## src/core/lcs_consts.svh

```systemverilog
/*
 * Constants of the loop channel supervisor: register offsets, field positions,
 * reset values and timing counts.
 * Assumes a 200 MHz system clock and an 8-bit word address on the register port.
 */
`ifndef LCS_CONSTS_SVH
`define LCS_CONSTS_SVH

// ----------------------------------------------------------------------------
// Timing
// ----------------------------------------------------------------------------
`define LCS_CLK_NS        5
`define LCS_MS_NS         1000000
`define LCS_MS_CYCLES     (`LCS_MS_NS / `LCS_CLK_NS)
`define LCS_MS_PER_S      10'h3E8
`define LCS_RECOVER_S     4
`define LCS_RECOVER_MS    16'(`LCS_RECOVER_S * 1000)
`define LCS_RETRY_MIN     1
`define LCS_RETRY_MS      16'(`LCS_RETRY_MIN * 60000)

// ----------------------------------------------------------------------------
// Address map: addr[7:6] selects the group, addr[5:4] the channel
// ----------------------------------------------------------------------------
`define LCS_GRP_CHAN      2'h0
`define LCS_GRP_DEV       2'h1
`define LCS_R_CFG         4'h0
`define LCS_R_HOLD        4'h1
`define LCS_R_ALMAX       4'h2
`define LCS_R_NOISE       4'h3
`define LCS_R_ADDR        4'h4
`define LCS_R_FRANGE      4'h5
`define LCS_R_STATUS      4'h6
`define LCS_R_COUNT       4'h7
`define LCS_R_INDUCT      4'h8
`define LCS_R_FREQ        4'h9
`define LCS_R_XFLAGS      4'hA
`define LCS_R_BUSADDR     4'hB
`define LCS_R_DEVFLAGS    4'h0
`define LCS_R_BAUD        4'h1
`define LCS_R_LEDOFF      4'h2
`define LCS_R_CMD         4'h3

// ----------------------------------------------------------------------------
// Field positions
// ----------------------------------------------------------------------------
`define LCS_CFG_NC        0
`define LCS_CFG_FLTFREE   1
`define LCS_CFG_AUTOREC   2
`define LCS_DF_MASTER     0
`define LCS_DF_BPOFF      1
`define LCS_CMD_CNTCLR    0
`define LCS_CMD_WAKE      1

// ----------------------------------------------------------------------------
// Reset values
// ----------------------------------------------------------------------------
`define LCS_BAUD_RST      32'h00002580
`define LCS_FRANGE_RST    32'hFFFF0000
`define LCS_XFLAGS_VAL    32'h00000001

`endif

```

## src/core/lcs_pkg.sv

```systemverilog
/*
 * Types of the loop channel supervisor.
 * Assumes the constants header is included by the timebase and supervisor files.
 */
package lcs_pkg;
   typedef logic [15:0] lcs_half_t;
   typedef enum logic [1:0] {
      LCS_IDLE,
      LCS_OCC,
      LCS_IGNORE,
      LCS_RECOVER
   } lcs_state_t;
endpackage

```

## src/core/lcs_tick_if.sv

```systemverilog
/*
 * Interface carrying the common millisecond and second ticks.
 * Assumes one source (the timebase) and any number of users.
 */
`timescale 1ns/100ps
interface lcs_tick_if;
   logic tick_ms;
   logic tick_s;
   modport src (output tick_ms, output tick_s);
   modport dst (input  tick_ms, input  tick_s);
endinterface // lcs_tick_if

```

## src/core/lcs_timebase.sv

```systemverilog
/*
 * Free-running timebase giving millisecond and second ticks.
 * Assumes the system clock and an asynchronous active-high reset.
 */
`timescale 1ns/100ps
`include "lcs_consts.svh"
module lcs_timebase import lcs_pkg::*; #(
   parameter int TICK_CYCLES = `LCS_MS_CYCLES
) (
   input  wire logic   mclk_i,  // System clock.
   input  wire logic   rst_i,   // Asynchronous reset.
   lcs_tick_if.src     tick     // Tick outputs.
);
   logic [31:0] cyc_r;
   logic [9:0]  ms_r;
   wire         ms_wrap = (cyc_r == 32'(TICK_CYCLES - 1));
   wire         s_wrap  = ms_wrap && (ms_r == `LCS_MS_PER_S - 10'h001);

   always_ff @(posedge mclk_i or posedge rst_i) begin
      if (rst_i) begin
         cyc_r        <= 32'h0;
         ms_r         <= 10'h0;
         tick.tick_ms <= 1'b0;
         tick.tick_s  <= 1'b0;
      end else begin
         cyc_r        <= ms_wrap ? 32'h0 : cyc_r + 32'h1;
         ms_r         <= s_wrap ? 10'h0 : (ms_wrap ? ms_r + 10'h001 : ms_r);
         tick.tick_ms <= ms_wrap;
         tick.tick_s  <= s_wrap;
      end
   end
endmodule // lcs_timebase

```

## src/core/lcs_clamp.sv

```systemverilog
/*
 * Registered clamp of a value between a lower and an upper bound.
 * Assumes lo <= hi; if not, the upper bound wins.
 */
`timescale 1ns/100ps
module lcs_clamp import lcs_pkg::*; (
   input  wire logic      mclk_i,  // System clock.
   input  wire logic      rst_i,   // Asynchronous reset.
   input  wire lcs_half_t val_i,   // Value to clamp.
   input  wire lcs_half_t lo_i,    // Lower bound.
   input  wire lcs_half_t hi_i,    // Upper bound.
   output lcs_half_t      q_o      // Clamped value, registered.
);
   wire lcs_half_t raised = (val_i < lo_i) ? lo_i : val_i;
   wire lcs_half_t cut    = (raised > hi_i) ? hi_i : raised;

   always_ff @(posedge mclk_i or posedge rst_i) begin
      if (rst_i) q_o <= 16'h0000;
      else       q_o <= cut;
   end
endmodule // lcs_clamp

```

## src/core/lcs_supervisor.sv

```systemverilog
/*
 * Four-channel loop supervisor: hold time, recovery, output polarity,
 * alignment limit and retry, noise clamp, device flags, LED timer, status and
 * counters, behind a plain register port.
 * Assumes a loop front end that reports detection, fault, alignment activity,
 * switch-on threshold, inductance and frequency, synchronous to mclk_i.
 */
// Notes on behaviour
// - Hold-time expiry while occupied realigns channel.
// - Vehicle present at hold reset is ignored.
// - Sensitivity returns 4 s after vehicle leaves.
// - Hold time zero means infinite, never fires.
// - Polarity flag picks normally open or closed.
// - Detection inverts relay and open collector.
// - Fault drives output occupied unless flagged.
// - Nonzero alignment limit aborts and faults.
// - Auto recalibration retries faulted channel every minute.
// - Noise threshold clamped around switch-on threshold.
// - Baud rate register, default 9600.
// - Backplane disabled uses stored bus address.
// - Changing backplane flag resets the device.
// - LED timer turns LEDs off, wake restores.
// - Occupied, error, sticky history status bits.
// - Count alignments and hold exceedances.
// - Counter reset command clears both counters.
// - Inductance reported in 10 uH steps.
// - Frequency reported within configured range.
// - No writable sensitivity setting exists.
// - Extended channel flags are read-only.
`timescale 1ns/100ps
`include "lcs_consts.svh"
module lcs_supervisor import lcs_pkg::*; #(
   parameter int TICK_CYCLES = `LCS_MS_CYCLES
) (
   input  wire logic              mclk_i,         // System clock, 200 MHz.
   input  wire logic              rst_i,          // Asynchronous reset, active high.
   input  wire logic [7:0]        addr_i,         // Register word address.
   input  wire logic [31:0]       wdata_i,        // Write data.
   input  wire logic              wr_i,           // Write strobe.
   input  wire logic              rd_i,           // Read strobe.
   output logic [31:0]            rdata_o,        // Read data, cycle after rd_i.
   input  wire logic [3:0]        fe_detect_i,    // Detuning above switch-on level.
   input  wire logic [3:0]        fe_fault_i,     // Front end measurement fault.
   input  wire logic [3:0]        fe_align_i,     // Alignment in progress.
   input  wire logic [3:0][15:0]  fe_thr_i,       // Switch-on threshold.
   input  wire logic [3:0][15:0]  fe_induct_i,    // Inductance in uH.
   input  wire logic [3:0][15:0]  fe_freq_i,      // Frequency in kHz.
   input  wire logic [7:0]        bp_addr_i,      // Backplane address.
   input  wire logic              button_i,       // Short pushbutton press.
   input  wire logic              svc_act_i,      // Service interface activity.
   output logic [3:0]             align_req_o,    // Realign request pulse.
   output logic [3:0]             align_abort_o,  // Abort alignment pulse.
   output logic [3:0]             relay_o,        // Relay closed when high.
   output logic [3:0]             oc_o,           // Open collector level.
   output logic [3:0][15:0]       noise_o,        // Clamped noise threshold.
   output logic                   sync_master_o,  // Synchronisation master role.
   output logic [31:0]            baud_o,         // Data bus baud rate.
   output logic                   led_on_o,       // LEDs enabled.
   output logic                   dev_reset_o     // Full device reset pulse.
);
   // -------------------------------------------------------------------------
   // Timebase and register decode
   // -------------------------------------------------------------------------
   lcs_tick_if tick ();
   lcs_timebase #(.TICK_CYCLES(TICK_CYCLES)) u_tb (
      .mclk_i (mclk_i),
      .rst_i  (rst_i),
      .tick   (tick.src)
   );

   function automatic lcs_half_t quant10(input lcs_half_t v);
      logic [16:0] r;
      r = (17'(v) + 17'h00005) / 17'h0000A;
      // The top code 16'hFFFF would round past the 16-bit range, so it saturates instead.
      return (r > 17'h01999) ? 16'hFFFA : 16'(r * 17'h0000A);
   endfunction

   function automatic logic [15:0] sat_inc(input logic [15:0] v);
      return (v == 16'hFFFF) ? v : v + 16'h0001;
   endfunction

   wire        grp_chan = (addr_i[7:6] == `LCS_GRP_CHAN);
   wire        grp_dev  = (addr_i[7:6] == `LCS_GRP_DEV);
   wire [1:0]  sel_ch   = addr_i[5:4];
   wire [3:0]  sel_reg  = addr_i[3:0];
   wire        wr_dev   = wr_i && grp_dev;
   wire        wr_cmd   = wr_dev && (sel_reg == `LCS_R_CMD);
   wire        cnt_clr  = wr_cmd && wdata_i[`LCS_CMD_CNTCLR];
   wire        wake     = button_i || svc_act_i || (wr_cmd && wdata_i[`LCS_CMD_WAKE]);

   // -------------------------------------------------------------------------
   // Per-channel state
   // -------------------------------------------------------------------------
   logic [2:0]       cfg_r     [4];
   lcs_half_t        hold_r    [4];
   lcs_half_t        almax_r   [4];
   lcs_half_t        noise_r   [4];
   logic [7:0]       addr_r    [4];
   logic [31:0]      frange_r  [4];
   lcs_state_t       st_r      [4];
   lcs_half_t        hcnt_r    [4];
   lcs_half_t        rcnt_r    [4];
   lcs_half_t        acnt_r    [4];
   lcs_half_t        retry_r   [4];
   logic             flt_r     [4];
   logic             hist_r    [4];
   logic             align_d_r [4];
   lcs_half_t        nalign_r  [4];
   lcs_half_t        nhold_r   [4];
   lcs_half_t        freq_q    [4];
   logic [3:0]       err;
   logic [3:0]       occ;
   logic [3:0]       hold_fire;
   logic [31:0]      ch_rd     [4];

   genvar c;
   generate
      for (c = 0; c < 4; c++) begin : g_ch
         wire        wr_me    = wr_i && grp_chan && (sel_ch == 2'(c));
         wire        align_up = fe_align_i[c] && !align_d_r[c];
         wire        ign      = (st_r[c] == LCS_IGNORE) || (st_r[c] == LCS_RECOVER);
         wire        hold_on  = (hold_r[c] != 16'h0000);
         wire        al_over  = fe_align_i[c] && (almax_r[c] != 16'h0000) && (acnt_r[c] >= almax_r[c]);
         wire        retry_go = flt_r[c] && cfg_r[c][`LCS_CFG_AUTOREC] && tick.tick_ms
                                && (retry_r[c] >= `LCS_RETRY_MS - 16'h0001);
         wire        active   = err[c] ? !cfg_r[c][`LCS_CFG_FLTFREE] : occ[c];
         wire [7:0]  bus_addr = cfg_dev_bpoff() ? addr_r[c] : 8'(bp_addr_i + 8'(c));
         lcs_state_t st_nxt;

         assign hold_fire[c] = hold_on && (st_r[c] == LCS_OCC) && fe_detect_i[c]
                               && (hcnt_r[c] >= hold_r[c]);
         assign err[c] = fe_fault_i[c] || flt_r[c];
         assign occ[c] = (st_r[c] == LCS_OCC) && !err[c];

         always_comb begin
            st_nxt = st_r[c];
            unique case (st_r[c])
               LCS_IDLE:    if (fe_detect_i[c]) st_nxt = LCS_OCC;
               LCS_OCC:     if (hold_fire[c]) st_nxt = LCS_IGNORE;
                            else if (!fe_detect_i[c]) st_nxt = LCS_IDLE;
               LCS_IGNORE:  if (!fe_detect_i[c]) st_nxt = LCS_RECOVER;
               LCS_RECOVER: if (fe_detect_i[c]) st_nxt = LCS_IGNORE;
                            else if (rcnt_r[c] >= `LCS_RECOVER_MS) st_nxt = LCS_IDLE;
            endcase
         end

         always_ff @(posedge mclk_i or posedge rst_i) begin
            if (rst_i) begin
               st_r[c]   <= LCS_IDLE;
               hcnt_r[c] <= 16'h0000;
               rcnt_r[c] <= 16'h0000;
            end else begin
               st_r[c]   <= st_nxt;
               hcnt_r[c] <= (st_r[c] != LCS_OCC) ? 16'h0000
                            : (tick.tick_s ? sat_inc(hcnt_r[c]) : hcnt_r[c]);
               rcnt_r[c] <= (st_r[c] != LCS_RECOVER || fe_detect_i[c]) ? 16'h0000
                            : (tick.tick_ms ? sat_inc(rcnt_r[c]) : rcnt_r[c]);
            end
         end

         always_ff @(posedge mclk_i or posedge rst_i) begin
            if (rst_i) begin
               acnt_r[c]    <= 16'h0000;
               retry_r[c]   <= 16'h0000;
               flt_r[c]     <= 1'b0;
               align_d_r[c] <= 1'b0;
            end else begin
               align_d_r[c] <= fe_align_i[c];
               acnt_r[c]    <= !fe_align_i[c] ? 16'h0000
                               : (tick.tick_ms ? sat_inc(acnt_r[c]) : acnt_r[c]);
               retry_r[c]   <= (!flt_r[c] || retry_go) ? 16'h0000
                               : (tick.tick_ms ? sat_inc(retry_r[c]) : retry_r[c]);
               if (al_over) flt_r[c] <= 1'b1;
               else if (align_up) flt_r[c] <= 1'b0;
            end
         end

         // Counters: an increment in the cycle of a clear still counts once.
         always_ff @(posedge mclk_i or posedge rst_i) begin
            if (rst_i) begin
               nalign_r[c] <= 16'h0000;
               nhold_r[c]  <= 16'h0000;
               hist_r[c]   <= 1'b0;
            end else begin
               if (align_up) nalign_r[c] <= cnt_clr ? 16'h0001 : sat_inc(nalign_r[c]);
               else if (cnt_clr) nalign_r[c] <= 16'h0000;
               if (hold_fire[c]) nhold_r[c] <= cnt_clr ? 16'h0001 : sat_inc(nhold_r[c]);
               else if (cnt_clr) nhold_r[c] <= 16'h0000;
               if (err[c]) hist_r[c] <= 1'b1;
            end
         end

         always_ff @(posedge mclk_i or posedge rst_i) begin
            if (rst_i) begin
               cfg_r[c]    <= 3'h0;
               hold_r[c]   <= 16'h0000;
               almax_r[c]  <= 16'h0000;
               noise_r[c]  <= 16'h0000;
               addr_r[c]   <= 8'h00;
               frange_r[c] <= `LCS_FRANGE_RST;
            end else if (wr_me) begin
               if (sel_reg == `LCS_R_CFG)    cfg_r[c]    <= wdata_i[2:0];
               if (sel_reg == `LCS_R_HOLD)   hold_r[c]   <= wdata_i[15:0];
               if (sel_reg == `LCS_R_ALMAX)  almax_r[c]  <= wdata_i[15:0];
               if (sel_reg == `LCS_R_NOISE)  noise_r[c]  <= wdata_i[15:0];
               if (sel_reg == `LCS_R_ADDR)   addr_r[c]   <= wdata_i[7:0];
               if (sel_reg == `LCS_R_FRANGE) frange_r[c] <= wdata_i;
            end
         end

         always_ff @(posedge mclk_i or posedge rst_i) begin
            if (rst_i) begin
               align_req_o[c]   <= 1'b0;
               align_abort_o[c] <= 1'b0;
               relay_o[c]       <= 1'b0;
               oc_o[c]          <= 1'b1;
            end else begin
               align_req_o[c]   <= hold_fire[c] || retry_go;
               align_abort_o[c] <= al_over;
               relay_o[c]       <= active ^ cfg_r[c][`LCS_CFG_NC];
               oc_o[c]          <= !(active ^ cfg_r[c][`LCS_CFG_NC]);
            end
         end

         lcs_clamp u_noise (
            .mclk_i (mclk_i),
            .rst_i  (rst_i),
            .val_i  (noise_r[c]),
            .lo_i   (fe_thr_i[c] >> 2),
            .hi_i   ((fe_thr_i[c][15]) ? 16'hFFFF : 16'(fe_thr_i[c] << 1)),
            .q_o    (noise_o[c])
         );

         lcs_clamp u_freq (
            .mclk_i (mclk_i),
            .rst_i  (rst_i),
            .val_i  (fe_freq_i[c]),
            .lo_i   (frange_r[c][15:0]),
            .hi_i   (frange_r[c][31:16]),
            .q_o    (freq_q[c])
         );

         // Sensitivity is not among the registers; writes to the extended flags are dropped.
         assign ch_rd[c] =
            (sel_reg == `LCS_R_CFG)     ? {29'h0, cfg_r[c]} :
            (sel_reg == `LCS_R_HOLD)    ? {16'h0, hold_r[c]} :
            (sel_reg == `LCS_R_ALMAX)   ? {16'h0, almax_r[c]} :
            (sel_reg == `LCS_R_NOISE)   ? {16'h0, noise_o[c]} :
            (sel_reg == `LCS_R_ADDR)    ? {24'h0, addr_r[c]} :
            (sel_reg == `LCS_R_FRANGE)  ? frange_r[c] :
            (sel_reg == `LCS_R_STATUS)  ? {28'h0, ign, hist_r[c], err[c], occ[c]} :
            (sel_reg == `LCS_R_COUNT)   ? {nhold_r[c], nalign_r[c]} :
            (sel_reg == `LCS_R_INDUCT)  ? {16'h0, quant10(fe_induct_i[c])} :
            (sel_reg == `LCS_R_FREQ)    ? {16'h0, freq_q[c]} :
            (sel_reg == `LCS_R_XFLAGS)  ? `LCS_XFLAGS_VAL :
            (sel_reg == `LCS_R_BUSADDR) ? {24'h0, bus_addr} : 32'h0;

         a_hold_infinite: assert property (@(posedge mclk_i) disable iff (rst_i)
            !hold_on && !cnt_clr |=> nhold_r[c] == $past(nhold_r[c])) else $error("hold counted with infinite hold time");
         a_hold_realign: assert property (@(posedge mclk_i) disable iff (rst_i)
            hold_fire[c] |=> align_req_o[c] && st_r[c] == LCS_IGNORE) else $error("hold expiry missed realign");
         a_ignore_silent: assert property (@(posedge mclk_i) disable iff (rst_i)
            ign && !err[c] |=> relay_o[c] == $past(cfg_r[c][`LCS_CFG_NC])) else $error("ignored vehicle reported occupied");
         a_recover_restart: assert property (@(posedge mclk_i) disable iff (rst_i)
            st_r[c] == LCS_RECOVER && fe_detect_i[c] |=> st_r[c] == LCS_IGNORE && rcnt_r[c] == 16'h0000)
            else $error("recovery not restarted by vehicle");
         a_fault_output: assert property (@(posedge mclk_i) disable iff (rst_i)
            err[c] && !cfg_r[c][`LCS_CFG_FLTFREE] && $stable(cfg_r[c]) |=> relay_o[c] == !$past(cfg_r[c][`LCS_CFG_NC]))
            else $error("faulty channel not shown occupied");
         a_align_limit: assert property (@(posedge mclk_i) disable iff (rst_i)
            al_over |=> flt_r[c] && $past(almax_r[c]) != 16'h0000) else $error("alignment limit not enforced");
         a_hist_sticky: assert property (@(posedge mclk_i) disable iff (rst_i)
            hist_r[c] |=> hist_r[c]) else $error("error history lost without power-on reset");
         a_count_clear: assert property (@(posedge mclk_i) disable iff (rst_i)
            cnt_clr && !align_up && !hold_fire[c] |=> nalign_r[c] == 16'h0000 && nhold_r[c] == 16'h0000)
            else $error("counters not cleared");
      end
   endgenerate

   // -------------------------------------------------------------------------
   // Device flags, baud rate, LED timer and read port
   // -------------------------------------------------------------------------
   logic [1:0]  devf_r;
   lcs_half_t   ledoff_r;
   lcs_half_t   ledcnt_r;
   wire         wr_devf  = wr_dev && (sel_reg == `LCS_R_DEVFLAGS);
   wire         led_exp  = (ledoff_r != 16'h0000) && (ledcnt_r >= ledoff_r);
   wire [31:0]  dev_rd   =
      (sel_reg == `LCS_R_DEVFLAGS) ? {30'h0, devf_r} :
      (sel_reg == `LCS_R_BAUD)     ? baud_o :
      (sel_reg == `LCS_R_LEDOFF)   ? {16'h0, ledoff_r} : 32'h0;
   wire [31:0]  rdata_nxt = !rd_i ? 32'h0 : grp_chan ? ch_rd[sel_ch] : grp_dev ? dev_rd : 32'h0;

   function automatic logic cfg_dev_bpoff();
      return devf_r[`LCS_DF_BPOFF];
   endfunction

   always_ff @(posedge mclk_i or posedge rst_i) begin
      if (rst_i) begin
         devf_r        <= 2'h0;
         sync_master_o <= 1'b0;
         baud_o        <= `LCS_BAUD_RST;
         ledoff_r      <= 16'h0000;
         dev_reset_o   <= 1'b0;
      end else begin
         if (wr_devf) devf_r <= wdata_i[1:0];
         sync_master_o <= devf_r[`LCS_DF_MASTER];
         if (wr_dev && sel_reg == `LCS_R_BAUD) baud_o <= wdata_i;
         if (wr_dev && sel_reg == `LCS_R_LEDOFF) ledoff_r <= wdata_i[15:0];
         dev_reset_o <= wr_devf && (wdata_i[`LCS_DF_BPOFF] != devf_r[`LCS_DF_BPOFF]);
      end
   end

   always_ff @(posedge mclk_i or posedge rst_i) begin
      if (rst_i) begin
         ledcnt_r <= 16'h0000;
         led_on_o <= 1'b1;
         rdata_o  <= 32'h0;
      end else begin
         ledcnt_r <= wake ? 16'h0000 : (tick.tick_s ? sat_inc(ledcnt_r) : ledcnt_r);
         led_on_o <= wake || !led_exp;
         rdata_o  <= rdata_nxt;
      end
   end

   a_bp_reset: assert property (@(posedge mclk_i) disable iff (rst_i)
      wr_devf && wdata_i[`LCS_DF_BPOFF] != devf_r[`LCS_DF_BPOFF] |=> dev_reset_o)
      else $error("backplane flag change without device reset");
   a_led_wake: assert property (@(posedge mclk_i) disable iff (rst_i)
      wake |=> led_on_o ##1 led_on_o) else $error("LEDs not restored after wake");
   a_led_never_off: assert property (@(posedge mclk_i) disable iff (rst_i)
      ledoff_r == 16'h0000 && $past(ledoff_r) == 16'h0000 |-> led_on_o) else $error("LEDs off with timer disabled");
endmodule // lcs_supervisor

```

## config.mk

```make
export PLATFORM = sky130hd
export DESIGN_NAME = lcs_supervisor
export DESIGN_NICKNAME = d
export VERILOG_FILES = /design/src/core/lcs_pkg.sv /design/src/core/lcs_tick_if.sv /design/src/core/lcs_timebase.sv /design/src/core/lcs_clamp.sv /design/src/core/lcs_supervisor.sv
export VERILOG_INCLUDE_DIRS = /design/src /design/src/core
export SDC_FILE = /design/constraint.sdc
export NUM_CORES = 2
export LEC_CHECK = 0
export BUFFER_PORTS_ARGS = -buffer_cell sky130_fd_sc_hd__buf_2
export CAP_MARGIN = 20
export CORE_ASPECT_RATIO = 1.5
export CORE_MARGIN = 2
export CORE_UTILIZATION = 63
export CTS_CLUSTER_SIZE = 30
export DETAILED_ROUTE_END_ITERATION = 7
export HOLD_SLACK_MARGIN = 0.08
export PLACE_DENSITY = 0.9
export SYNTH_ARGS = -nofsm -noshare
export SYNTH_HDL_FRONTEND = slang
export SYNTH_SLANG_ARGS = --single-unit
```

## constraint.sdc

```tcl
create_clock -name mclk_i -period 39.6 [get_ports mclk_i]
set_input_delay 1.98 -clock mclk_i [delete_from_list [all_inputs] [get_ports mclk_i]]
set_output_delay 1.98 -clock mclk_i [all_outputs]
set_load 0.01 [all_outputs]
```

Word level (Yosys, flattened, before mapping):

Cells that the tools add are included.

* flip-flop bits (word level): 1057
* input bits: 258
* output and inout bits: 147
* logic and storage cells: 691

* $add $sub $neg: 34
* multipliers: 4
* divide/modulo/power cells: 4
* magnitude comparators: 38
* equal/unequal tests: 108
* mux-type cells: 204
* bitwise operators: 5
* reduce and logical (&&, ||, !) cells: 194

Operators with widths (number)
* two-way mux 16 bit: 109
* two-way mux 32 bit: 40
* adder 16 x 1 -> 16 bit (second input constant): 25
* == test 16 bit (second input constant): 25
* greater-or-equal comparator 16 bit: 9
* nonzero test 16 bit: 9
* > comparator 16 bit: 8
* AND reduction 2 bit: 49
* two-way mux 8 bit: 12
* != test 2 bit (second input constant): 37
* adder 16 x 3 -> 17 bit (second input constant): 4
* divider 17 x 4 -> 17 bit (second input constant): 4
* > comparator 17 x 13 -> 1 bit (second input constant): 4
* multiplier 17 x 3 -> 15 bit (second input constant): 4
* binary-select mux 32 bit (select 2 bit): 1
* greater-or-equal comparator 16 x 12 -> 1 bit (second input constant): 4
* greater-or-equal comparator 16 bit (second input constant): 4
* less-than comparator 16 x 14 -> 1 bit: 4
* less-than comparator 16 bit: 4
* logical AND 1 bit: 55
* nonzero test 2 bit: 26
* two-way mux 2 bit: 24
* adder 32 x 1 -> 32 bit (second input constant): 1
* == test 32 x 18 -> 1 bit (second input constant): 1
* 25 further kinds: 128

Depth between registers and ports, before layout:

* depth in word-level cells: 19
* mapped depth: 46
* mapped depth without buffers: 42

Cells and area by module:

A second synthesis with hierarchy kept.

* cell total of the unflattened synthesis: 7982
* area total of the unflattened synthesis: 74149.9 µm²

By module, submodules not included
* lcs_supervisor: times used 1, cells each 6523, area an instance 58743.8 µm², sequential area each 22237.6 µm²
* lcs_clamp: times used 8, cells each 157, area an instance 1659.1 µm², sequential area each 400.4 µm²
* lcs_timebase: times used 1, cells each 203, area an instance 2133.3 µm², sequential area each 1101.1 µm²

Worst setup path before layout:

Ideal clock, no wire load.

* path kind: input to register
* start: input fe_induct_i[23] (netlist bit)
* end: register rdata_o[15]
* setup time: 131 ps
* arrival time: 9973 ps
* required time: 39469 ps
* setup slack: 29496 ps
* stages on the path: 39
* buffers on the path: 3
* cell sequence: clkbuf_1 nand3_1 nor4_4 mux2_4 o31a_1 or3_4 a32o_2 nand3_2 a2bb2o_4 or3_1 buf_2 mux2i_1 o22a_2 a211oi_2 a221oi_4 buf_6 a211oi_1 or4_4 [... 3 more ...] ha_1 ha_1 a21o_1 a21oi_1 o21ai_0 a21oi_1 nor2b_1 o21a_1 o21ai_0 nand2b_1 a21oi_1 o21bai_1 a21oi_1 xnor2_1 o211ai_1 o21ai_1 a311oi_1 or3_1

* word-level cells in the longest chain between the ends: 18
* elaborated cells on any way between the ends: 19
* those cells by class: add/sub: 1; mul: 1; div: 1; order compare: 1; mux: 15

RTL lines
* from (decl): line lcs_supervisor.sv:46 `input wire logic [3:0][15:0] fe_induct_i,`
* adder 16 x 3 -> 17 bit (*): line lcs_supervisor.sv:73 `r = (17'(v) + 17'h00005) / 17'h0000A;`
* divider 17 x 4 -> 17 bit (*): line lcs_supervisor.sv:73
* multiplier 17 x 3 -> 15 bit or > comparator 17 x 13 -> 1 bit (tied branches): line lcs_supervisor.sv:75 `return (r > 17'h01999) ? 16'hFFFA : 16'(r * 17'h0000A);`
* two-way mux 16 bit (*): line lcs_supervisor.sv:75
* two-way mux 16 bit (*): line lcs_supervisor.sv:253 `` (sel_reg == `LCS_R_INDUCT) ? {16'h0, quant10(fe_induct_i[c])} : ``
* two-way mux 32 bit (*): line lcs_supervisor.sv:252 `` (sel_reg == `LCS_R_COUNT) ? {nhold_r[c], nalign_r[c]} : ``
* two-way mux 32 bit (*): line lcs_supervisor.sv:251 `` (sel_reg == `LCS_R_STATUS) ? {28'h0, ign, hist_r[c], err[c], occ[c]} : ``
* two-way mux 32 bit (*): line lcs_supervisor.sv:250 `` (sel_reg == `LCS_R_FRANGE) ? frange_r[c] : ``
* two-way mux 32 bit (*): line lcs_supervisor.sv:249 `` (sel_reg == `LCS_R_ADDR) ? {24'h0, addr_r[c]} : ``
* two-way mux 32 bit (*): line lcs_supervisor.sv:248 `` (sel_reg == `LCS_R_NOISE) ? {16'h0, noise_o[c]} : ``
* two-way mux 32 bit (*): line lcs_supervisor.sv:247 `` (sel_reg == `LCS_R_ALMAX) ? {16'h0, almax_r[c]} : ``
* two-way mux 32 bit (*): line lcs_supervisor.sv:246 `` (sel_reg == `LCS_R_HOLD) ? {16'h0, hold_r[c]} : ``
* two-way mux 32 bit (*): line lcs_supervisor.sv:245 `` (sel_reg == `LCS_R_CFG) ? {29'h0, cfg_r[c]} : ``
* binary-select mux 32 bit (select 2 bit) (*): line lcs_supervisor.sv:292 `wire [31:0] rdata_nxt = !rd_i ? 32'h0 : grp_chan ? ch_rd[sel_ch] : grp_dev ? dev_rd : 32'h0;`
* two-way mux 32 bit (implied by the code) (*) (2 in series): line lcs_supervisor.sv:292
* two-way mux 32 bit (*) (2 in series): line lcs_supervisor.sv:292
* via rdata_nxt[15]: line lcs_supervisor.sv:292
* to (signal assigned): line lcs_supervisor.sv:322 `rdata_o <= rdata_nxt;`
* to (decl): line lcs_supervisor.sv:41 `output logic [31:0] rdata_o,`

Mark *: on every way through the listed nets, which the timed path passes. The rest lies on a longest branch. The select of a mux whose other input is x is not followed.
A chain may end at the register's enable or synchronous reset.

Worst setup path in the final report:

* start: input fe_induct_i[0] (netlist bit)
* end: register rdata_o[14]

Same word-level chain as after synthesis.

==> impl_metrics.py <==
metrics = {
    "run_status": {
        "status": "finished, violations left",
        "violations": "DRC, slew limit",
    },
    "placement": {
        "place.port_buffers": 404,
        "place.gp.congestion": 1.13,
        "numPlacedInstances": 9576,
        "hpwlAfterDp_um": 208000,
    },
    "routing": {
        "ant_nets": 0,
        "drt_first_pass_iters": 8,
        "avgRoutedWirePerCell_um": 29.3,
        "routed_wl_um": 288000,
        "drc": 30,
        "drt_iter0_drc": 9385,
        "num_vias": 69700,
        "routed_via_density": 7.09,
    },
    "critical_path": {
        "path_max_fanout": 15,
        "crit_buf_inv": 3,
        "arrival_ns": 11.90,
        "start_kind": "primary input",
        "critical-path-top-delay-family": "compound AO/OA/AOI/OAI gates",
        "slowest_delay_ns": 0.95,
        "critPathKind": "in2reg",
        "cp.required_ns": 40.26,
        "cpMostUsedCell": "a21oi_1",
        "critPathSlowestCell": "o211ai_1",
        "critPathCaptureType": "register",
    },
    "logic_synthesis": {
        "yosysSeqAreaShare": 0.365,
        "synth_flop_cell": "dfrtp_1",
        "synth-adder-area-share": 0.0917,
        "synth_cell_types": 128,
        "synth_edf_count": 0,
        "yosysTopAreaCell": "dfrtp_1",
        "synthDominantCellAreaShare": 0.338,
        "synth_compound_area_frac": 0.163,
        "synth_seq_cells": 1057,
        "syn_nets": 8682,
        "synth.area.top_cells": "dfrtp_1 (34%), mux2_2 (9.0%), ha_1 (8.9%), nor2_1 (3.8%), a21oi_1 (3.3%)",
        "syn_avg_cell_area_um2": 9.21,
        "synth-async-reset-ratio": 1.00,
        "synth_top_family_by_area": "simple AND/OR/NAND/NOR gates",
        "synth-xor-area-share": 0.0591,
        "synthSimpleGateAreaFrac": 0.173,
        "synthMuxAreaShare": 0.105,
        "yosys_warnings": 0,
        "synth_common_cells": "dfrtp_1 (984), nor2_1 (740), nand2_1 (604)",
        "syn_area_mm2": 0.0728,
        "syn_inst": 7901,
        "synth_most_common_cell": "dfrtp_1",
    },
    "global_routing": {
        "antenna_found_initial": 68,
        "grt_overflow": 0,
        "grt_pass1_vias": 67800,
        "grt_pass1_wl_um": 423000,
        "grt_max_degree": 174,
        "grt_usage": 0.482,
    },
    "clock_network": {
        "htreeDepth": 3,
        "cts_made_buffers": 96,
        "cts_max_path_buffers": 3,
        "cts_resized": 0,
        "worstSkewPairLatency_ns": 0.79,
        "clk_pin_slew_ns": 0.07,
        "clock-sinks": 1057,
        "postCtsHoldBufs": 0,
        "clockRootBuffer": "clkbuf_16",
        "cts_tree": "yes",
        "cts_setup_buffers": 0,
    },
    "finish": {
        "finalNonFillerCells": 9826,
        "synthToLayoutAreaGrowth_pct": 9.60,
        "top_register": "frange_r",
        "largest_register_ffs": 128,
        "drive_above_1_share": 0.180,
        "layout.nets": 8936,
    },
    "sta": {
        "drv_slew": 1,
        "worst_pin_slew_ns": 1.80,
        "fmax_mhz": 89.0,
        "hold_viol": 0,
        "finClkSkew_ns": 0.0339,
        "min_period_ns": 11.24,
        "hold_ws_ns": 0.405,
        "maxSlewHeadroom": -0.203,
        "setup_violations": 0,
        "fin_tns_setup_ns": 0,
        "period_share": 0.284,
        "rsz0062_at_grt": "no",
    },
    "floorplanning": {
        "rows": 152,
        "start_util": 0.636,
        "die_x_um": 282,
        "die_area_mm2": 0.118,
        "core-area_mm2": 0.114,
        "pin_count": 405,
        "die_y_um": 420,
    },
    "job": {
        "drv_cap": 0,
    },
    "hold_path": {
        "hp-class": "reg2reg",
    },
    "power": {
        "ir_worst_vdd_mv": 0.0522,
        "powerDensity_mw_per_mm2": 41.4,
        "leakage_nw": 35.9,
        "p_total_mw": 3.30,
    },
}
==> cells in the final DEF, fill, tap and decap left out, types with 66 or more instances in the layout <==
cell type and n:
clkbuf_16 96, and3_1 108, nor3_1 114, nor2b_1 110, nand2b_1 119, and2_1 81
inv_1 443, a21oi_1 474, buf_2 405, nand3_1 220, a21o_1 161, or3_1 106
ha_1 519, nor2_1 737, mux2_2 583, mux2i_1 66, o21ai_0 386, xor2_1 239
xnor2_1 245, dfstp_2 73, nand4_1 161, dfrtp_1 984, nand2_1 603, buf_4 96
==> stage by stage <==
| step | util | setup slack, ns | cell area [um2] |
|---|---|---|---|
| 6_report | 0.697 | 28.36 | 79800 |
| 2_1_floorplan | - | 7.99 | 72800 |
| 3_3_place_gp | 0.665 | 28.24 | 76100 |
| 4_1_cts | 0.693 | 28.61 | 79400 |
| 5_1_grt | 0.696 | 27.44 | 79700 |
| 3_5_place_dp | 0.665 | 27.86 | 76100 |
==> path summary, 6_finish.rpt <==
check                               start                    end  slack [ns]  depth (start not counted)
hold reg to reg                 devf_r[0]          sync_master_o        0.40                          0
setup reg to reg             frange_r[33]  g_ch[2].u_freq.q_o[0]       32.35                         38
max in group asynchronous           rst_i           u_tb.ms_r[8]       34.38                          6
setup / recovery           fe_induct_i[0]            rdata_o[14]       28.36                         36
hold / removal                  devf_r[0]          sync_master_o        0.40                          0
min in group asynchronous           rst_i            rdata_o[25]        1.32                          2
==> cell families (layout without fill, tap and decap cells) <==
family,count (synthesis),count (layout)
and+or+nand+nor,2563,2563
AOI/OAI and AO/OA,1781,1781
DFF,1057,1057
buffers and inverters,812,1147
muxes,668,668
adders and majority gates,533,533
xor gates and xnor gates,487,487
other,0,50
==> layout make-up <==
class,instances,area [um2]
Antenna cell,50,125
Clock buffer,138,2760
Timing Repair Buffer,518,3000
Inverter,450,1700
Sequential cell,1057,26500
Tap cell,1540,1930
Multi-Input combinational cell,6032,43200
Clock inverter,41,509
Fill cell,8317,34700
==> metal layers <==
layer | part of all wire | track usage
met1 | 0.32 | 0.522
met2 | 0.43 | 0.709
met3 | 0.13 | 0.195
met4 | 0.12 | 0.463
met5 | 0.0016 | 0.0143
==> power by group <==
group          switching (mW)  leakage, nW  internal, mW
registers               0.100         14.1          1.15
logic                   0.684         20.2         0.369
clock network           0.462         1.60         0.537
total                    1.25         35.9          2.05
(Power assumes the default switching activity.)
